--- src/shared/chfic_pkg.sv ---
// constants for the card host flow-control, interrupt and control block
package chfic_pkg;
  // ----------------------------------------------------------------
  // register indices; byte address is four times the index
  // ----------------------------------------------------------------
  localparam logic [9:0] CHFIC_IDX_CTL_FORMAT = 10'h0E4;
  localparam logic [9:0] CHFIC_IDX_CTL_TRANSFER = 10'h0E5;
  localparam logic [9:0] CHFIC_IDX_CTL_TIMING = 10'h0E6;
  localparam logic [9:0] CHFIC_IDX_IRQ_FLAGS = 10'h0E7;
  localparam logic [9:0] CHFIC_IDX_IRQ_MASKS = 10'h0E8;
  localparam logic [9:0] CHFIC_IDX_CPU_IEN = 10'h0E9;
  localparam logic [9:0] CHFIC_IDX_DATA_PORT = 10'h0EA;
  localparam int CHFIC_ADDR_W = 12;

  // ----------------------------------------------------------------
  // reset values
  // ----------------------------------------------------------------
  localparam logic [7:0] CHFIC_RST_CTL_FORMAT = 8'h00;
  localparam logic [7:0] CHFIC_RST_CTL_TRANSFER = 8'h00;
  localparam logic [7:0] CHFIC_RST_CTL_TIMING = 8'h00;
  localparam logic [7:0] CHFIC_RST_IRQ_MASKS = 8'hFF;
  localparam logic [7:0] CHFIC_RST_FLAGS = 8'h00;

  // ----------------------------------------------------------------
  // control format register fields
  // ----------------------------------------------------------------
  localparam int CHFIC_B_DATA_RD_PTR_RST = 7;
  localparam int CHFIC_B_DATA_WR_PTR_RST = 6;
  localparam int CHFIC_B_CMD_RX_PTR_RST = 5;
  localparam int CHFIC_B_CMD_TX_PTR_RST = 4;
  localparam int CHFIC_B_MULTI_BLOCK = 3;
  localparam int CHFIC_B_DATA_FORMAT = 2;
  localparam int CHFIC_B_RESP_LENGTH = 1;
  localparam int CHFIC_B_CRC7_DISABLE = 0;

  // ----------------------------------------------------------------
  // control transfer register fields
  // ----------------------------------------------------------------
  localparam int CHFIC_B_BLEN_HI = 7;
  localparam int CHFIC_B_BLEN_LO = 4;
  localparam int CHFIC_B_DATA_DIR = 3;
  localparam int CHFIC_B_DATA_TRIG = 2;
  localparam int CHFIC_B_RESP_TRIG = 1;
  localparam int CHFIC_B_CMD_TRIG = 0;

  // ----------------------------------------------------------------
  // control timing register fields
  // ----------------------------------------------------------------
  localparam int CHFIC_B_CLOCK_ENABLE = 7;
  localparam int CHFIC_B_FLOW_CTRL = 0;

  // ----------------------------------------------------------------
  // interrupt flag and mask positions
  // ----------------------------------------------------------------
  localparam int CHFIC_F_BUSY_CHANGE = 7;
  localparam int CHFIC_F_END_RESPONSE = 6;
  localparam int CHFIC_F_END_COMMAND = 5;
  localparam int CHFIC_F_END_FRAME = 4;
  localparam int CHFIC_F_FIFO_TWO_FULL = 3;
  localparam int CHFIC_F_FIFO_ONE_FULL = 2;
  localparam int CHFIC_F_FIFO_TWO_EMPTY = 1;
  localparam int CHFIC_F_FIFO_ONE_EMPTY = 0;
  localparam int CHFIC_N_FLAGS = 8;
  localparam int CHFIC_CPU_IEN_BIT = 0;

  // ----------------------------------------------------------------
  // card clock divider
  // ----------------------------------------------------------------
  localparam int CHFIC_CARD_HALF_DIV = 4;
endpackage : chfic_pkg

--- src/design/chfic_top.sv ---
// card host flow control, interrupt aggregation and control registers
//
// What this block does
// - flow control gates card clock, both directions
// - transmit: stop clock when both FIFOs empty
// - transmit: restart when either empty flag clears
// - receive: stop clock when both FIFOs full
// - receive: restart when either full flag clears
// - stopped clock freezes all card lines
// - eight interrupt source flags exist
// - each flag has its own mask bit
// - unmasked flag with global enable raises request
// - flag register read returns then clears flags
// - format bit 6 holds data write pointer reset
// - format bit 5 holds command receive pointer reset
// - format bit 4 holds command transmit pointer reset
// - format bit 2 selects block or stream
// - format bit 1 selects 48 or 136 response
// - transfer bit 3 selects data direction
// - pulse on transfer bit 1 arms response
// - transfer register resets to zero
// - FIFO empty and full flags follow FIFOs
//
// Implementation choice: the APB register port.
`timescale 1ns/1ps
module chfic_top
  import chfic_pkg::*;
#(
  parameter int CARD_HALF_DIV = CHFIC_CARD_HALF_DIV
) (
  input wire logic clk_i,
  input wire logic rst_i,
  input wire logic psel_i,
  input wire logic penable_i,
  input wire logic pwrite_i,
  input wire logic [CHFIC_ADDR_W-1:0] paddr_i,
  input wire logic [31:0] pwdata_i,
  input wire logic [3:0] pstrb_i,
  output logic [31:0] prdata_o,
  output logic pready_o,
  output logic pslverr_o,
  input wire logic fifo_one_empty_i,
  input wire logic fifo_two_empty_i,
  input wire logic fifo_one_full_i,
  input wire logic fifo_two_full_i,
  input wire logic card_busy_change_i,
  input wire logic end_of_response_i,
  input wire logic end_of_command_i,
  input wire logic end_of_frame_i,
  input wire logic [7:0] card_data_rd_i,
  output logic [7:0] card_data_wr_o,
  output logic card_data_push_o,
  output logic card_data_pop_o,
  output logic card_clock_o,
  output logic card_tick_o,
  output logic card_frozen_o,
  output logic data_read_pointer_reset_o,
  output logic data_write_pointer_reset_o,
  output logic cmd_rx_pointer_reset_o,
  output logic cmd_tx_pointer_reset_o,
  output logic multi_block_select_o,
  output logic data_format_select_o,
  output logic response_length_select_o,
  output logic crc7_disable_o,
  output logic [3:0] block_length_code_o,
  output logic data_direction_o,
  output logic data_transfer_start_o,
  output logic response_receive_start_o,
  output logic command_send_start_o,
  output logic irq_o
);

  // ----------------------------------------------------------------
  // bus decode
  // ----------------------------------------------------------------
  logic [7:0] ctl_format_q;
  logic [7:0] ctl_transfer_q;
  logic [7:0] ctl_timing_q;
  logic [7:0] irq_flags_q;
  logic [7:0] irq_masks_q;
  logic cpu_ien_q;
  logic [9:0] reg_idx;
  logic addr_ok;
  logic setup_ph;
  logic access_ph;
  logic wr_acc;
  logic rd_acc;
  logic [7:0] rd_mux;
  logic wr_lane0;

  assign reg_idx = paddr_i[CHFIC_ADDR_W-1:2];
  assign setup_ph = psel_i && !penable_i;
  assign access_ph = psel_i && penable_i;
  assign wr_lane0 = pstrb_i[0];
  assign wr_acc = access_ph && pwrite_i && addr_ok && wr_lane0;
  assign rd_acc = access_ph && !pwrite_i && addr_ok;
  assign pready_o = access_ph;

  always_comb begin
    addr_ok = (paddr_i[1:0] == 2'h0);
    rd_mux = 8'h00;
    unique case (reg_idx)
      CHFIC_IDX_CTL_FORMAT: rd_mux = ctl_format_q;
      CHFIC_IDX_CTL_TRANSFER: rd_mux = ctl_transfer_q;
      CHFIC_IDX_CTL_TIMING: rd_mux = ctl_timing_q;
      CHFIC_IDX_IRQ_FLAGS: rd_mux = irq_flags_q;
      CHFIC_IDX_IRQ_MASKS: rd_mux = irq_masks_q;
      CHFIC_IDX_CPU_IEN: rd_mux = {7'h00, cpu_ien_q};
      CHFIC_IDX_DATA_PORT: rd_mux = card_data_rd_i;
      default: addr_ok = 1'b0;
    endcase
  end

  // read data captured in setup; flag register keeps its pre-clear value
  always_ff @(posedge clk_i or posedge rst_i) begin
    if (rst_i) begin
      prdata_o <= 32'h0000_0000;
    end else if (setup_ph) begin
      prdata_o <= (!pwrite_i && addr_ok) ? {24'h00_0000, rd_mux} : 32'h0000_0000;
    end
  end

  always_ff @(posedge clk_i or posedge rst_i) begin
    if (rst_i) begin
      pslverr_o <= 1'b0;
    end else if (setup_ph) begin
      pslverr_o <= !addr_ok;
    end
  end

  // ----------------------------------------------------------------
  // control registers
  // ----------------------------------------------------------------
  always_ff @(posedge clk_i or posedge rst_i) begin
    if (rst_i) begin
      ctl_format_q <= CHFIC_RST_CTL_FORMAT;
    end else if (wr_acc && reg_idx == CHFIC_IDX_CTL_FORMAT) begin
      ctl_format_q <= pwdata_i[7:0];
    end
  end

  always_ff @(posedge clk_i or posedge rst_i) begin
    if (rst_i) begin
      ctl_transfer_q <= CHFIC_RST_CTL_TRANSFER;
    end else if (wr_acc && reg_idx == CHFIC_IDX_CTL_TRANSFER) begin
      ctl_transfer_q <= pwdata_i[7:0];
    end
  end

  // reserved bits 4..3 of the timing register read as zero
  always_ff @(posedge clk_i or posedge rst_i) begin
    if (rst_i) begin
      ctl_timing_q <= CHFIC_RST_CTL_TIMING;
    end else if (wr_acc && reg_idx == CHFIC_IDX_CTL_TIMING) begin
      ctl_timing_q <= pwdata_i[7:0] & 8'hE7;
    end
  end

  always_ff @(posedge clk_i or posedge rst_i) begin
    if (rst_i) begin
      irq_masks_q <= CHFIC_RST_IRQ_MASKS;
    end else if (wr_acc && reg_idx == CHFIC_IDX_IRQ_MASKS) begin
      irq_masks_q <= pwdata_i[7:0];
    end
  end

  always_ff @(posedge clk_i or posedge rst_i) begin
    if (rst_i) begin
      cpu_ien_q <= 1'b0;
    end else if (wr_acc && reg_idx == CHFIC_IDX_CPU_IEN) begin
      cpu_ien_q <= pwdata_i[CHFIC_CPU_IEN_BIT];
    end
  end

  assign data_read_pointer_reset_o = ctl_format_q[CHFIC_B_DATA_RD_PTR_RST];
  assign data_write_pointer_reset_o = ctl_format_q[CHFIC_B_DATA_WR_PTR_RST];
  assign cmd_rx_pointer_reset_o = ctl_format_q[CHFIC_B_CMD_RX_PTR_RST];
  assign cmd_tx_pointer_reset_o = ctl_format_q[CHFIC_B_CMD_TX_PTR_RST];
  assign multi_block_select_o = ctl_format_q[CHFIC_B_MULTI_BLOCK];
  assign data_format_select_o = ctl_format_q[CHFIC_B_DATA_FORMAT];
  assign response_length_select_o = ctl_format_q[CHFIC_B_RESP_LENGTH];
  assign crc7_disable_o = ctl_format_q[CHFIC_B_CRC7_DISABLE];
  assign block_length_code_o = ctl_transfer_q[CHFIC_B_BLEN_HI:CHFIC_B_BLEN_LO];
  assign data_direction_o = ctl_transfer_q[CHFIC_B_DATA_DIR];

  // ----------------------------------------------------------------
  // set-then-clear triggers
  // ----------------------------------------------------------------
  logic [2:0] trig_prev_q;
  logic [2:0] trig_now;
  logic [2:0] trig_pulse_q;

  assign trig_now = ctl_transfer_q[CHFIC_B_DATA_TRIG:CHFIC_B_CMD_TRIG];

  always_ff @(posedge clk_i or posedge rst_i) begin
    if (rst_i) begin
      trig_prev_q <= 3'h0;
      trig_pulse_q <= 3'h0;
    end else begin
      trig_prev_q <= trig_now;
      trig_pulse_q <= trig_prev_q & ~trig_now;
    end
  end

  assign data_transfer_start_o = trig_pulse_q[2];
  assign response_receive_start_o = trig_pulse_q[1];
  assign command_send_start_o = trig_pulse_q[0];

  // ----------------------------------------------------------------
  // data port
  // ----------------------------------------------------------------
  logic data_hit;

  assign data_hit = access_ph && addr_ok && reg_idx == CHFIC_IDX_DATA_PORT;

  always_ff @(posedge clk_i or posedge rst_i) begin
    if (rst_i) begin
      card_data_push_o <= 1'b0;
      card_data_pop_o <= 1'b0;
      card_data_wr_o <= 8'h00;
    end else begin
      card_data_push_o <= data_hit && pwrite_i && wr_lane0;
      card_data_pop_o <= data_hit && !pwrite_i;
      if (data_hit && pwrite_i && wr_lane0) begin
        card_data_wr_o <= pwdata_i[7:0];
      end
    end
  end

  // ----------------------------------------------------------------
  // flow control
  // ----------------------------------------------------------------
  logic flow_en;
  logic stop_cond;
  logic restart_cond;
  logic stopped_q;

  assign flow_en = ctl_timing_q[CHFIC_B_FLOW_CTRL];

  always_comb begin
    if (data_direction_o) begin
      stop_cond = fifo_one_empty_i && fifo_two_empty_i;
      restart_cond = !fifo_one_empty_i || !fifo_two_empty_i;
    end else begin
      stop_cond = fifo_one_full_i && fifo_two_full_i;
      restart_cond = !fifo_one_full_i || !fifo_two_full_i;
    end
  end

  // stopped state only exists while flow control is on
  always_ff @(posedge clk_i or posedge rst_i) begin
    if (rst_i) begin
      stopped_q <= 1'b0;
    end else if (!flow_en) begin
      stopped_q <= 1'b0;
    end else if (!stopped_q && stop_cond) begin
      stopped_q <= 1'b1;
    end else if (stopped_q && restart_cond) begin
      stopped_q <= 1'b0;
    end
  end

  // ----------------------------------------------------------------
  // card clock divider
  // ----------------------------------------------------------------
  logic [15:0] div_cnt_q;
  logic clk_run;
  logic div_wrap;

  assign clk_run = ctl_timing_q[CHFIC_B_CLOCK_ENABLE] && !stopped_q;
  assign div_wrap = (div_cnt_q == 16'(CARD_HALF_DIV - 1));
  assign card_frozen_o = !clk_run;

  // counter and clock hold their state while stopped so lines stay frozen
  always_ff @(posedge clk_i or posedge rst_i) begin
    if (rst_i) begin
      div_cnt_q <= 16'h0000;
      card_clock_o <= 1'b0;
      card_tick_o <= 1'b0;
    end else begin
      card_tick_o <= 1'b0;
      if (clk_run) begin
        if (div_wrap) begin
          div_cnt_q <= 16'h0000;
          card_clock_o <= !card_clock_o;
          card_tick_o <= !card_clock_o;
        end else begin
          div_cnt_q <= div_cnt_q + 16'h0001;
        end
      end
    end
  end

  // ----------------------------------------------------------------
  // interrupt flags
  // ----------------------------------------------------------------
  logic [7:0] flag_set;
  logic flags_rd;

  always_comb begin
    flag_set = 8'h00;
    flag_set[CHFIC_F_BUSY_CHANGE] = card_busy_change_i;
    flag_set[CHFIC_F_END_RESPONSE] = end_of_response_i;
    flag_set[CHFIC_F_END_COMMAND] = end_of_command_i;
    flag_set[CHFIC_F_END_FRAME] = end_of_frame_i;
    flag_set[CHFIC_F_FIFO_TWO_FULL] = fifo_two_full_i;
    flag_set[CHFIC_F_FIFO_ONE_FULL] = fifo_one_full_i;
    flag_set[CHFIC_F_FIFO_TWO_EMPTY] = fifo_two_empty_i;
    flag_set[CHFIC_F_FIFO_ONE_EMPTY] = fifo_one_empty_i;
  end

  assign flags_rd = rd_acc && reg_idx == CHFIC_IDX_IRQ_FLAGS;

  // a set in the clearing cycle wins
  genvar gi;
  generate
    for (gi = 0; gi < CHFIC_N_FLAGS; gi++) begin : g_flag
      always_ff @(posedge clk_i or posedge rst_i) begin
        if (rst_i) begin
          irq_flags_q[gi] <= CHFIC_RST_FLAGS[gi];
        end else if (flag_set[gi]) begin
          irq_flags_q[gi] <= 1'b1;
        end else if (flags_rd) begin
          irq_flags_q[gi] <= 1'b0;
        end
      end
    end
  endgenerate

  assign irq_o = cpu_ien_q && |(irq_flags_q & ~irq_masks_q);

  // ----------------------------------------------------------------
  // checks
  // ----------------------------------------------------------------
  chk_tx_stop: assert property (@(posedge clk_i) disable iff (rst_i)
    flow_en && data_direction_o && !stopped_q && fifo_one_empty_i && fifo_two_empty_i
    |=> stopped_q || !flow_en)
    else $error("card clock not stopped with both FIFOs empty");

  chk_tx_restart: assert property (@(posedge clk_i) disable iff (rst_i)
    stopped_q && data_direction_o && !fifo_one_empty_i |=> !stopped_q)
    else $error("card clock not restarted after transmit refill");

  chk_rx_stop: assert property (@(posedge clk_i) disable iff (rst_i)
    flow_en && !data_direction_o && !stopped_q && fifo_one_full_i && fifo_two_full_i
    |=> stopped_q || !flow_en)
    else $error("card clock not stopped with both FIFOs full");

  chk_rx_restart: assert property (@(posedge clk_i) disable iff (rst_i)
    stopped_q && !data_direction_o && !fifo_two_full_i |=> !stopped_q)
    else $error("card clock not restarted after receive drain");

  chk_clock_frozen: assert property (@(posedge clk_i) disable iff (rst_i)
    stopped_q ##1 stopped_q |-> $stable(card_clock_o) && !card_tick_o)
    else $error("card clock moved while stopped");

  chk_flow_gate: assert property (@(posedge clk_i) disable iff (rst_i)
    !flow_en |=> !stopped_q)
    else $error("clock stopped without flow control");

  chk_irq_mask: assert property (@(posedge clk_i) disable iff (rst_i)
    irq_o |-> cpu_ien_q && (irq_flags_q & ~irq_masks_q) != 8'h00)
    else $error("interrupt raised without unmasked flag");

  chk_irq_raise: assert property (@(posedge clk_i) disable iff (rst_i)
    cpu_ien_q && !irq_masks_q[CHFIC_F_END_FRAME] && end_of_frame_i
    ##1 cpu_ien_q && !irq_masks_q[CHFIC_F_END_FRAME] |-> irq_o)
    else $error("unmasked end of frame did not interrupt");

  chk_flag_readback: assert property (@(posedge clk_i) disable iff (rst_i)
    setup_ph && !pwrite_i && addr_ok && reg_idx == CHFIC_IDX_IRQ_FLAGS
    ##1 access_ph |-> prdata_o[7:0] == $past(irq_flags_q))
    else $error("flag read did not return pre-clear value");

  chk_flag_clear: assert property (@(posedge clk_i) disable iff (rst_i)
    flags_rd && flag_set == 8'h00 |=> irq_flags_q == 8'h00)
    else $error("flag read did not clear flags");

  chk_set_wins: assert property (@(posedge clk_i) disable iff (rst_i)
    flags_rd |=> (irq_flags_q & $past(flag_set)) == $past(flag_set))
    else $error("flag set lost during clear");

  chk_cmd_trigger: assert property (@(posedge clk_i) disable iff (rst_i)
    trig_now[0] ##1 !trig_now[0] |=> command_send_start_o ##1 !command_send_start_o)
    else $error("command start pulse missing");

  chk_resp_trigger: assert property (@(posedge clk_i) disable iff (rst_i)
    response_receive_start_o |-> $past(trig_now[1], 2) && !$past(trig_now[1]))
    else $error("response start without set-then-clear");

  chk_ptr_reset: assert property (@(posedge clk_i) disable iff (rst_i)
    wr_acc && reg_idx == CHFIC_IDX_CTL_FORMAT
    |=> data_write_pointer_reset_o == $past(pwdata_i[CHFIC_B_DATA_WR_PTR_RST]))
    else $error("pointer reset output mismatch");

endmodule : chfic_top

--- config.mk ---
export PLATFORM = sky130hd
export DESIGN_NAME = chfic_top
export DESIGN_NICKNAME = d
export VERILOG_FILES = /design/src/shared/chfic_pkg.sv /design/src/design/chfic_top.sv
export SDC_FILE = /design/constraint.sdc
export NUM_CORES = 1
export LEC_CHECK = 0
export BUFFER_PORTS_ARGS = -buffer_cell sky130_fd_sc_hd__buf_2
export CAP_MARGIN = 30
export CORE_ASPECT_RATIO = 1.4
export CORE_UTILIZATION = 40
export CTS_BUF_LIST = sky130_fd_sc_hd__clkbuf_4 sky130_fd_sc_hd__clkbuf_8 sky130_fd_sc_hd__clkbuf_16
export DETAILED_ROUTE_END_ITERATION = 10
export GPL_ROUTABILITY_DRIVEN = 1
export PLACE_DENSITY_LB_ADDON = 0.08
export SLEW_MARGIN = 25
export SYNTH_ARGS = -nofsm -noshare
export SYNTH_HDL_FRONTEND = slang
export SYNTH_SLANG_ARGS = --single-unit
--- constraint.sdc ---
create_clock -name clk_i -period 3.6 [get_ports clk_i]
set_input_delay 0.72 -clock clk_i [delete_from_list [all_inputs] [get_ports clk_i]]
set_output_delay 0.72 -clock clk_i [all_outputs]
set_load 0.01 [all_outputs]
==> out/metrics.yaml <==
setup_path:
  cp.arrival_ps: 1570
  cp-start-kind: "flip-flop"
  worstPathRequired_ps: 2880
  worstPathMaxFanout: 3
  rrSetupSlack_ps: 1920
  criticalPathCategory: "flip-flop to output port"
  end_kind: "output port"
logic_synthesis:
  synth_ff_type: "dfrtp_1"
  synth_edf_count: 0
  synth.area.top_cells: "dfrtp_1 46%, mux2_2 11%, buf_4 5.5%"
  async_flop_share: 1.00
  synth_top_area_frac: 0.462
  syn-instance-count: 329
  syn_area_sq_um: 4060
  avgSynthCellArea_sq_um: 12.3
  synth_cell_type_count: 53
  ys_seq_area_frac: 0.514
  ys_warn_count: 0
  synth.largest_area_cell: "dfrtp_1"
  synth.ff_latch_count: 83
detailed_routing:
  via_per_inst: 5.04
  drt_iter0_drc: 104
  ant_nets: 0
  drt_pre_antenna_iters: 4
  totalWireLength_microns: 8830
  drc: 0
  vias: 2760
  avgRoutedWirePerCell_microns: 16.1
power_and_ir_drop:
  p_per_area_nw_per_um2: 410
  pwr-share-seq: 0.477
  netSwitchingPower_mw: 0.443
  switching_share: 0.225
  p_int_mw: 1.52
  p_comb_frac: 0.059
  peakVddDrop_mv: 0.359
  design_power_total_mw: 1.96
  cellLeakagePower_nw: 2.47
  clockPowerShare: 0.465
timing:
  fin_setup_tns_ps: 0
  clock_skew_ps: 5.88
  hold_viol_final: 0
  setup_viol: 0
  relSlewSlack: 0.504
  fin_crit_ps: 2290
  tightest_slew_ps: 739
  finalCritPeriodShare: 0.635
  rsz0062_at_grt: "no"
  fmax_ghz: 0.438
  slew_violations: 0
cts:
  cts_buffer_depth: 2
  cts_tree: "built"
  cts_resized: 0
  clock-sinks: 83
  ctsHoldBuffers: 0
  htreeDepth: 3
  clkLatencyLatePin_ps: 340
  root_buffer: "clkbuf_16"
  cts_buffers: 9
  post_cts_buffers: 0
  clk_pin_slew_ps: 60
layout:
  n_antenna_cell: 0
  finalNetCount: 478
  drive_above_1_share: 0.409
  nFillCells: 963
  area_growth_pct: 18.0
  utilization: 0.484
placement:
  gp_congestion: 0.763
  io_buffers: 81
  hpwlAfterDp_microns: 6510
floorplan:
  ios: 133
  rows: 43
  die-area_sq_um: 10600
  dieWidth_microns: 87.2
  coreArea_sq_um: 9900
  initial_utilization: 0.410
  dieHeight_microns: 121
global_routing:
  grt_max_degree: 45
  antenna_found_initial: 0
  first_global_vias: 2808
  grt_pass1_wl_microns: 14700
  grt_overflow_total: 0
  track_usage: 0.186
job:
  drv_cap: 0
status:
  outcome: "finished, final reports clean"
hold_path:
  hold_class: "flip-flop to flip-flop"
-- logic make-up (layout without fill, tap and decap cells) --
family,after synthesis,count (layout),synth area share
simple gates,87,87,0.144
compound gates,38,38,0.0659
other cells,1,24,0.000923
buf+inv,49,110,0.0736
xor+xnor,16,16,0.0345
fa+ha+maj,1,1,0.00308
flops,83,83,0.514
mux,54,54,0.165
-- layer usage --
layer / GRT usage / wire, microns / vias to the layer above
li1: - / - / 1286
met1: 0.245 / 3850 / 1395
met2: 0.301 / 4500 / 67
met3: 0.0367 / 339 / 12
met4: 0.0748 / 144 / 0
met5: 0 / 0 / -
-- power by group through the flow --
stage | Clock [mW] | Sequential [mW] | Combinational (mW)
2_1_floorplan | 0 | 0.954 | 0.0864
3_3_place_gp | 0 | 0.953 | 0.117
3_5_place_dp | 0 | 0.953 | 0.118
4_1_cts | 0.934 | 0.936 | 0.118
5_1_grt | 0.985 | 0.936 | 0.131
6_report | 0.913 | 0.936 | 0.116
-- Yosys cell counts (3+ instances only) --
cell and count:
dfrtp_1 75, mux2_2 39, buf_4 30, nand2_1 17, inv_1 11, o21ai_0 11, xnor2_1 10, nor2_1 9
a21o_1 8, dfstp_2 8, mux2_4 8, nor2b_1 8, nand3_1 6, nand4_1 6, xor2_1 6, a22oi_1 5
clkbuf_1 5, and3_1 4, nor4bb_1 4, o22ai_1 4, mux2i_1 3, mux4_2 3, nand2b_1 3, nor4_1 3
nor4_4 3, or2_2 3
-- worst paths after layout --
path | startpoint | endpoint | depth (start not counted)
min in group asynchronous | rst_i | card_clock_o | 2
min reg2reg | ctl_transfer_q[1] | trig_prev_q[1] | 0
max in group asynchronous | rst_i | irq_masks_q[0] | 3
min | ctl_transfer_q[1] | trig_prev_q[1] | 0
max | irq_masks_q[4] | irq_o | 3
max reg2reg | ctl_timing_q[7] | card_clock_o | 4
-- stage by stage --
step	hold slack [ps]	std cells	cell area, sq um	worst slack, ps
3_5_place_dp	429	532	4490	950
6_report	437	548	4790	1310
3_3_place_gp	432	532	4490	975
2_1_floorplan	390	352	4150	756
4_1_cts	443	548	4790	1310
5_1_grt	465	548	4790	1260
-- critical path, cell delays in order (launching register included) --
cell,delay (ps)
dfstp_2,560
o22ai_1,90
o41a_1,440
buf_2,150
-- sequential cells by signal, indices dropped and copies added, names as in the netlist, 3 cells and up --
| register | count |
|---|---|
| ctl_transfer_q | 8 |
| card_data_wr_o | 8 |
| prdata_o | 8 |
| div_cnt_q | 16 |
| irq_flags_q | 8 |
| irq_masks_q | 8 |
| ctl_timing_q | 6 |
| trig_prev_q | 3 |
| trig_pulse_q | 3 |
| ctl_format_q | 8 |
-- final cells by class --
| type | count | area, sq um | share of cell area |
|---|---|---|---|
| Tap cell | 135 | 169 | 0.0353 |
| Clock buffer | 10 | 233 | 0.0486 |
| Sequential cell | 83 | 2090 | 0.436 |
| Multi-Input combinational cell | 220 | 1760 | 0.368 |
| Clock inverter | 6 | 65.1 | 0.0136 |
| Inverter | 11 | 42.5 | 0.00888 |
| Timing Repair Buffer | 83 | 433 | 0.0904 |
-- layout by cell type, fill, tap and decap left out, types with 3 or more instances in the layout --
cell type / Yosys / layout
mux2_2: 39 / 39
clkbuf_16: 0 / 9
a22oi_1: 5 / 5
nand4_1: 6 / 6
conb_1: 1 / 24
a21o_1: 8 / 8
and3_1: 4 / 4
nor4bb_1: 4 / 4
xnor2_1: 10 / 10
dfstp_2: 8 / 8
mux2_4: 8 / 8
clkinv_2: 0 / 3
mux4_2: 3 / 3
buf_2: 2 / 81
nand2b_1: 3 / 3
nand2_1: 17 / 17
nor4_4: 3 / 3
nor2b_1: 8 / 8
inv_1: 11 / 10
dfrtp_1: 75 / 75
xor2_1: 6 / 6
o22ai_1: 4 / 4
o21ai_0: 11 / 11
mux2i_1: 3 / 3
nor2_1: 9 / 9
nand3_1: 6 / 6
nor4_1: 3 / 3
or2_2: 3 / 3
No activity file was read; power rests on OpenSTA's default activity.
